===== config.mk =====
export PLATFORM = sky130hd
export DESIGN_NAME = cab_counter_array
export DESIGN_NICKNAME = d
export VERILOG_FILES = /design/src/hdl/cab_counter_array.v /design/src/hdl/cab_addr_dec.v
export VERILOG_INCLUDE_DIRS = /design/src /design/src/include
export SDC_FILE = /design/constraint.sdc
export NUM_CORES = 1
export LEC_CHECK = 0
export BUFFER_PORTS_ARGS = -buffer_cell sky130_fd_sc_hd__buf_2
export CAP_MARGIN = 10
export CORE_MARGIN = 2
export CORE_UTILIZATION = 55
export DETAILED_ROUTE_END_ITERATION = 6
export PLACE_DENSITY = 0.73
export SLEW_MARGIN = 10
export SYNTH_ARGS = -nofsm -noshare
export SYNTH_HDL_FRONTEND = slang
export SYNTH_HIERARCHICAL = 1
export SYNTH_SLANG_ARGS = --single-unit

===== constraint.sdc =====
create_clock -name sys_clk -period 19.5 [get_ports sys_clk]
set_clock_uncertainty 0.1 [all_clocks]
set_input_delay 3.9 -clock sys_clk [delete_from_list [all_inputs] [get_ports sys_clk]]
set_output_delay 3.9 -clock sys_clk [all_outputs]
set_load 0.01 [all_outputs]

===== src/include/cab_regs.vh =====
// Register addresses, reset values and field constants of the counter array byte access block
// Function
// - Counter high byte exposes counter bits 15:8, read/write, reset zero.
// - High byte reads return a snapshot loaded only when the low byte is read.
// - Writes to counter high byte ignored while watchdog lock enable is 1.
// - Each of six modules has a low byte of compare value, reset zero.
// - Auto-reload select steers low byte address to compare or auto-reload low byte.
// - Any write to a module low byte clears its comparator function enable.
// - Each module has a high byte of compare value, read/write, reset zero.
// - Auto-reload select steers high byte address to compare or auto-reload high byte.
// - Any write to a module high byte sets its comparator function enable.
// - Counter low byte holds counter bits 7:0 at address F9, reset zero.
// - Comparator function enable at 1 enables that module's compare against counter.
`ifndef CAB_REGS_VH
`define CAB_REGS_VH
`define CAB_ADDR_CNT_LOW   8'hF9
`define CAB_ADDR_CNT_HIGH  8'hFA
`define CAB_ADDR_CPL0      8'hFB
`define CAB_ADDR_CPH0      8'hFC
`define CAB_ADDR_CPL1      8'hE9
`define CAB_ADDR_CPH1      8'hEA
`define CAB_ADDR_CPL2      8'hEB
`define CAB_ADDR_CPH2      8'hEC
`define CAB_ADDR_CPL3      8'hED
`define CAB_ADDR_CPH3      8'hEE
`define CAB_ADDR_CPL4      8'hFD
`define CAB_ADDR_CPH4      8'hFE
`define CAB_ADDR_CPL5      8'hD2
`define CAB_ADDR_CPH5      8'hD3
`define CAB_BYTE_RESET     8'h00
`define CAB_WORD_RESET     16'h0000
`define CAB_CNT_ONE        16'h0001
`define CAB_NMOD           6
`define CAB_MOD_NONE       3'h7
`define CAB_ECOM_RESET     6'h00
`endif


===== src/hdl/cab_counter_array.v =====
// Counter array byte registers: counter, snapshot, compare and auto-reload bytes
`timescale 1ns/10ps
`include "cab_regs.vh"
module cab_counter_array (
  sys_clk,
  reset,
  reg_addr,
  reg_wr,
  reg_rd,
  reg_wdata,
  reg_rdata,
  count_en,
  auto_reload_select,
  watchdog_lock_enable,
  comparator_function_enable,
  counter_value,
  compare_match
);
  input  wire        sys_clk;
  input  wire        reset;
  input  wire [7:0]  reg_addr;
  input  wire        reg_wr;
  input  wire        reg_rd;
  input  wire [7:0]  reg_wdata;
  output reg  [7:0]  reg_rdata;
  input  wire        count_en;
  input  wire        auto_reload_select;
  input  wire        watchdog_lock_enable;
  output wire [5:0]  comparator_function_enable;
  output wire [15:0] counter_value;
  output reg  [5:0]  compare_match;

  reg  [15:0] counter_r;
  reg  [7:0]  snapshot_r;
  reg  [15:0] compare_r [0:5];
  reg  [15:0] reload_r  [0:5];
  reg  [5:0]  ecom_r;
  wire [2:0]  mod_idx;
  wire        is_high;
  wire        is_mod;
  wire        wr_cnt_lo;
  wire        wr_cnt_hi;
  wire        rd_cnt_lo;
  integer     i;
  integer     j;

  cab_addr_dec u_dec (
    .addr    (reg_addr),
    .mod_idx (mod_idx),
    .is_high (is_high),
    .is_mod  (is_mod)
  );

  assign wr_cnt_lo = reg_wr && (reg_addr == `CAB_ADDR_CNT_LOW) && !watchdog_lock_enable;
  assign wr_cnt_hi = reg_wr && (reg_addr == `CAB_ADDR_CNT_HIGH) && !watchdog_lock_enable;
  assign rd_cnt_lo = reg_rd && (reg_addr == `CAB_ADDR_CNT_LOW);
  assign counter_value = counter_r;
  assign comparator_function_enable = ecom_r;

  // Counter and snapshot; software writes take priority over counting
  always @(posedge sys_clk or posedge reset) begin
    if (reset) begin
      counter_r  <= `CAB_WORD_RESET;
      snapshot_r <= `CAB_BYTE_RESET;
    end else begin
      if (wr_cnt_lo || wr_cnt_hi) begin
        if (wr_cnt_lo)
          counter_r[7:0] <= reg_wdata;
        if (wr_cnt_hi)
          counter_r[15:8] <= reg_wdata;
      end else if (count_en) begin
        counter_r <= counter_r + `CAB_CNT_ONE;
      end
      if (rd_cnt_lo)
        snapshot_r <= counter_r[15:8];
    end
  end

  // Module bytes; the select bit picks compare or auto-reload storage
  always @(posedge sys_clk or posedge reset) begin
    if (reset) begin
      ecom_r <= `CAB_ECOM_RESET;
      for (i = 0; i < `CAB_NMOD; i = i + 1) begin
        compare_r[i] <= `CAB_WORD_RESET;
        reload_r[i]  <= `CAB_WORD_RESET;
      end
    end else if (reg_wr && is_mod) begin
      if (is_high) begin
        if (auto_reload_select)
          reload_r[mod_idx][15:8] <= reg_wdata;
        else
          compare_r[mod_idx][15:8] <= reg_wdata;
        ecom_r[mod_idx] <= 1'b1;
      end else begin
        if (auto_reload_select)
          reload_r[mod_idx][7:0] <= reg_wdata;
        else
          compare_r[mod_idx][7:0] <= reg_wdata;
        ecom_r[mod_idx] <= 1'b0;
      end
    end
  end

  // Registered compare outputs, gated by each module's enable
  always @(posedge sys_clk or posedge reset) begin
    if (reset) begin
      compare_match <= `CAB_ECOM_RESET;
    end else begin
      for (j = 0; j < `CAB_NMOD; j = j + 1)
        compare_match[j] <= ecom_r[j] && (counter_r == compare_r[j]);
    end
  end

  // Read data; unmapped addresses return zero
  always @* begin
    reg_rdata = `CAB_BYTE_RESET;
    if (reg_addr == `CAB_ADDR_CNT_LOW)
      reg_rdata = counter_r[7:0];
    else if (reg_addr == `CAB_ADDR_CNT_HIGH)
      reg_rdata = snapshot_r;
    else if (is_mod) begin
      if (auto_reload_select)
        reg_rdata = is_high ? reload_r[mod_idx][15:8] : reload_r[mod_idx][7:0];
      else
        reg_rdata = is_high ? compare_r[mod_idx][15:8] : compare_r[mod_idx][7:0];
    end
  end
endmodule // cab_counter_array


===== src/hdl/cab_addr_dec.v =====
// Address decoder mapping a register address to a module index and byte kind
`timescale 1ns/10ps
`include "cab_regs.vh"
module cab_addr_dec (
  addr,
  mod_idx,
  is_high,
  is_mod
);
  input  wire [7:0] addr;
  output reg  [2:0] mod_idx;
  output reg        is_high;
  output reg        is_mod;

  always @* begin
    mod_idx = `CAB_MOD_NONE;
    is_high = 1'b0;
    is_mod  = 1'b1;
    case (addr)
      `CAB_ADDR_CPL0: mod_idx = 3'h0;
      `CAB_ADDR_CPH0: begin mod_idx = 3'h0; is_high = 1'b1; end
      `CAB_ADDR_CPL1: mod_idx = 3'h1;
      `CAB_ADDR_CPH1: begin mod_idx = 3'h1; is_high = 1'b1; end
      `CAB_ADDR_CPL2: mod_idx = 3'h2;
      `CAB_ADDR_CPH2: begin mod_idx = 3'h2; is_high = 1'b1; end
      `CAB_ADDR_CPL3: mod_idx = 3'h3;
      `CAB_ADDR_CPH3: begin mod_idx = 3'h3; is_high = 1'b1; end
      `CAB_ADDR_CPL4: mod_idx = 3'h4;
      `CAB_ADDR_CPH4: begin mod_idx = 3'h4; is_high = 1'b1; end
      `CAB_ADDR_CPL5: mod_idx = 3'h5;
      `CAB_ADDR_CPH5: begin mod_idx = 3'h5; is_high = 1'b1; end
      default:        is_mod = 1'b0;
    endcase
  end
endmodule // cab_addr_dec


======== Word level (Yosys, flattened, before mapping) ========
Index checks and enable logic that the tools add are counted.
word-level totals
  flip-flop bits (word level) ............. 228
  output and inout port bits .............. 36
  logic and storage cells ................. 114
cells by class
  bitwise logic cells ..................... 5
  mux-type cells .......................... 36
  reduce and logical (&&, ||, !) cells .... 29
  order comparisons ....................... 4
  add/subtract/negate cells ............... 1
  eq/ne operators ......................... 22
operator list
  operator                                                   number
  2-to-1 mux 96 bit                                          6
  bitwise mux 96 bit                                         4
  equality test 8 bit (second input constant)                14
  2-to-1 mux 16 bit                                          7
  binary-select mux 16 bit (select 3 bit)                    2
  demux 16 bit (select 3 bit)                                2
  equality test 16 bit                                       6
  2-to-1 mux 8 bit                                           9
  one-hot mux 3 bit (6 select lines)                         1
  adder 16 x 1 -> 16 bit (second input constant)             1
  logical AND 1 bit                                          14
  OR reduction 12 bit                                        1
  OR reduction 2 bit                                         6
  AND reduction 2 bit                                        4
  bitwise AND 6 bit                                          1
  2-to-1 mux 6 bit                                           1
  NOT 6 bit                                                  1
  OR 6 bit                                                   1
  OR reduction 6 bit                                         1
  greater-or-equal comparator 4 bit (second input constant)  1
  < comparator 3 x 4 -> 1 bit (second input constant)        1
  < comparator 4 x 1 -> 1 bit (second input constant)        1
  inequality test 2 bit (second input constant)              2
  NOT 3 -> 4 bit                                             1
  other kinds (7)                                            9

======== Longest topological paths before layout ========
  word-level depth ........................ 12
  depth in mapped cells ................... 12
  depth with buffers taken out ............ 9

======== By module ========
Netlist, hierarchy kept.
modules (own cells, without submodules)
  module             cells each  sequential area each (um^2)  instances  area each (um^2)
  cab_counter_array  1,040       5,705.5                      1          12,390.6
  cab_addr_dec       28          0.0                          1          166.4

======== Worst setup path after synthesis ========
No wires, ideal clock.
  path type ............................... input-to-output
  start ................................... input reg_addr[2]
  end ..................................... output reg_rdata[2]
  stages .................................. 11
  data arrival time ....................... 6,021 ps
  path buffers ............................ 2
  setup slack ............................. 9,479 ps
  path through ............................ nand2b_2 > or4_4 > o21ai_1 > nand3_1 > buf_2 > buf_4 > mux2i_1 > o21ai_0 > a21oi_1 > or4b_1 > o211ai_1
between the ends
  word-level cells in the longest chain between the ends .. 12
  elaborated cells on any way between the ends .. 38
  classes of those cells .................. 14 x eq/ne; 15 x mux; 1 x bitwise; 8 x reduce/logical
ends and longest elaborated chain
  item                                                               RTL line                                          text
  start: declaration                                                 cab_counter_array.v:21                            input wire [7:0] reg_addr;
  equality test 8 bit                                                cab_addr_dec.v:19                                 case (addr)
  OR reduction 2 bit (no source line)                                n/a
  one-hot mux 3 bit (6 select lines) *                               cab_addr_dec.v:19
  named net mod_idx[1]                                               cab_counter_array.v:38                            wire [2:0] mod_idx;
  NOT 3 -> 4 bit (implied by the code) *                             cab_counter_array.v:123, cab_counter_array.v:125
  binary-select mux 16 bit (select 3 bit), on equally long branches  cab_counter_array.v:125, cab_counter_array.v:123
  2-to-1 mux 16 bit, on equally long branches (2 in series)          cab_counter_array.v:125, cab_counter_array.v:123
  2-to-1 mux 8 bit, on equally long branches                         cab_counter_array.v:125, cab_counter_array.v:123
  2-to-1 mux 8 bit *                                                 cab_counter_array.v:122                           if (auto_reload_select)
  2-to-1 mux 8 bit *                                                 cab_counter_array.v:121                           else if (is_mod) begin
  2-to-1 mux 8 bit *                                                 cab_counter_array.v:119                           else if (reg_addr == `CAB_ADDR_CNT_HIGH)
  2-to-1 mux 8 bit *                                                 cab_counter_array.v:117                           if (reg_addr == `CAB_ADDR_CNT_LOW)
  end: declaration                                                   cab_counter_array.v:25                            output reg [7:0] reg_rdata;
The timed path passes the listed nets; every way through them passes the cells marked *. The select of a mux whose other input is x is not followed.

======== Final worst setup path ========
Same ends and word-level chain as after synthesis.

==> run summary <==
outcome: finished clean
post-route ant nets: 0
Cell Rows: 55
Cell Area, Synth: 12600 um^2
dominant cells by area after synthesis: dfrtp_1 45%, mux2_2 21%, xnor2_1 5.0%
1st-iter DRT viols: 980
Final nets: 1114
Fmax: 0.0877 GHz
pin count of the biggest net entering global routing: 84
total CTS buffers: 25
top_reg_cell synth: dfrtp_1
Final HPWL DP: 24.0 mm
fin util: 61.1%
initial antenna violation count: 1
# placed instances: 1348
Slew HR: 25.4%
drt drc: 0
Critical Path RT: 15.50 ns
synth cell count leaders: 233 x mux2_2, 228 x dfrtp_1, 72 x xnor2_1
post-layout minimum cycle time: 11.40 ns
syn_nets: 1092
Diodes inserted: 0
post-CTS setup buffer count: 0
fin cells: 1391
core box area: 22500 um^2
final WL: 36.4 mm
GPL Wtd Cong: 0.962
HP Class: reg -> reg
cell at the root of the clock tree: clkbuf_16
CP Max Fanout: 53
setup_tns: 0 ns
share of layout cells above drive strength 1: 35.4%
reg-to-reg endpoint: counter_value[14]$_DFFE_PP0P_
first-pass GRT wire length: 55.7 mm
Final Max Slew Viols: 0
Die Span Y: 155 um
most common cell in the netlist: mux2_2
FILL cells: 1824
Async SR Flop Fraction: 100%
worst setup margin: 8.10 ns
Seq/Total Area, Yosys: 45.4%
FF-to-FF path depth: 6
Max-cap violations: 0
via count: 9160
register bit total from synthesis: 228
# setup viols final: 0
post-synth top area cell: dfrtp_1
Distinct cells, synth: 77
H-tree Lvls: 1
Worst-Skew Late Latency: 0.53 ns
Post-synth EDFFs: 0
router iterations before antenna repair: 6
critical path type: in -> out
R2R Setup Slk: 16.87 ns
gr ovfl total: 0
warnings from Yosys: 6
Initial Utilization: 55.8%
clock-pin slew on the worst setup and hold paths: 0.06 ns
vias in the first global route: 9216
Ports: 59
GRT Overall Usage: 30.6%
r2r startpoint: counter_value[0]$_DFFE_PP0P_
crit path from: reg_addr[2]
unrepaired setup endpoints after global routing: no
CTS tree: done
Routed WL per cell: 26.1 um
Final Hold Viols: 0
Power Density: 89.7 nW/um^2
Placement Setup Slack: 8.24 ns
Vias/cell: 6.59
crit share post-route: 58.5%
Hold Path Depth: 1
PortBufs: 58
startpoint class of the critical path: primary input
clock buffer depth: 3
Worst-Margin Slew: 1.12 ns
die footprint: 24100 um^2
cts repair resizes: 0
CP Capture Type: output pin
worst vdd ir: 0.0576 mV
cells after synthesis: 1068
DIE WIDTH: 155 um
Syn Area/Cell: 11.8 um^2
Static Leak: 0.00644 uW
share of the synthesized area in the top cell type: 45.4%
CTS Hold Bufs: 0
Area Growth Syn to Fin: 9.48%
WP data arrival: 7.40 ns
CTS sink count: 228
critical path endpoint: reg_rdata[2]
## per-layer routing
layer  up-vias  part of all wire, %  global-route usage (%)
met5         -                0.036                       0
met4         2                  3.7                    11.1
met2       422                   47                    49.7
met1      4686                   42                    41.8
met3        85                  7.4                    4.90
li1       3965                    -                       -
## sequential cells by signal (all words and copies together), names as in the netlist, named ones only
signal / cells
reload_r: 96
compare_match: 6
snapshot_r: 8
counter_value: 16
compare_r: 96
## through the flow
step,hold slack (ns),power (uW),cell area [um^2]
after floorplan,0.352,686,12600
after global placement,0.368,766,13000
after detailed placement,0.375,768,13000
after CTS,0.389,1230,13700
after global routing,0.412,1270,13700
final,0.389,1230,13700
## kinds of logic (layout without fill, tap and decap cells)
family | after synthesis | after routing | synth area share [%]
flops | 228 | 228 | 45.4
xor+xnor | 96 | 96 | 6.70
buf+inv | 84 | 122 | 3.31
compound gates | 178 | 178 | 9.82
simple gates | 205 | 205 | 9.59
mux | 275 | 275 | 25.0
fa+ha+maj | 2 | 2 | 0.179
## worst min-delay path by stage
stage / slack (ns) / endpoint / start
finish: 0.39 / reload_r[32]$_DFFE_PP0P_ / reload_r[32]$_DFFE_PP0P_
global route: 0.41 / reload_r[65]$_DFFE_PP0P_ / reload_r[65]$_DFFE_PP0P_
CTS: 0.39 / reload_r[32]$_DFFE_PP0P_ / reload_r[32]$_DFFE_PP0P_
detailed placement: 0.37 / reload_r[32]$_DFFE_PP0P_ / reload_r[32]$_DFFE_PP0P_
global placement: 0.37 / reload_r[37]$_DFFE_PP0P_ / reload_r[37]$_DFFE_PP0P_
floorplan: 0.35 / reload_r[36]$_DFFE_PP0P_ / reload_r[36]$_DFFE_PP0P_
## cells in the final DEF (no fill, tap or decap), types with 7 or more instances in the layout
master | Yosys | layout
dfrtp_1 | 228 | 228
nand2b_1 | 7 | 7
o211ai_1 | 20 | 20
inv_1 | 8 | 7
nor2_4 | 8 | 8
a21oi_1 | 40 | 40
clkbuf_16 | 0 | 25
nand4_1 | 24 | 24
o21ai_0 | 29 | 29
mux2_2 | 233 | 233
o2111ai_1 | 7 | 7
buf_2 | 23 | 58
buf_4 | 13 | 12
nor2_1 | 20 | 20
nor2b_1 | 9 | 9
xor2_1 | 24 | 24
mux2i_1 | 32 | 31
nand3_1 | 14 | 13
nand2_1 | 60 | 59
o22ai_1 | 8 | 8
xnor2_1 | 72 | 72
mux4_2 | 7 | 7
nor4_1 | 12 | 12
and3_1 | 7 | 7
nor2_2 | 9 | 9
clkbuf_8 | 0 | 7
a22oi_1 | 16 | 16
## layout make-up
class	count	area, um^2	share of cell area [%]
clock buffer	38	744	5.42
clock inverter	5	50.0	0.364
inverter	9	41.3	0.300
multi-input combinational	756	6470	47.1
sequential	228	5710	41.5
tap	285	357	2.59
timing repair buffer	70	380	2.77
## worst max-delay path, cell delays in order
cell	delay, ns
buf_2	0.15
nand2b_2	0.20
or4_4	0.54
o21ai_1	0.12
nand3_2	0.08
buf_4	0.30
nor2b_1	0.90
a211o_1	0.23
o22ai_1	0.08
or4b_1	0.47
o211ai_1	0.17
buf_2	0.19
## power by group
group	switching (uW)	internal [uW]	leakage [uW]
Sequential	64.9	488	0.00314
Combinational	126	88.9	0.00290
Clock	192	274	0.000395
Total	383	850	0.00644
No activity file was read; power rests on OpenSTA's default activity.
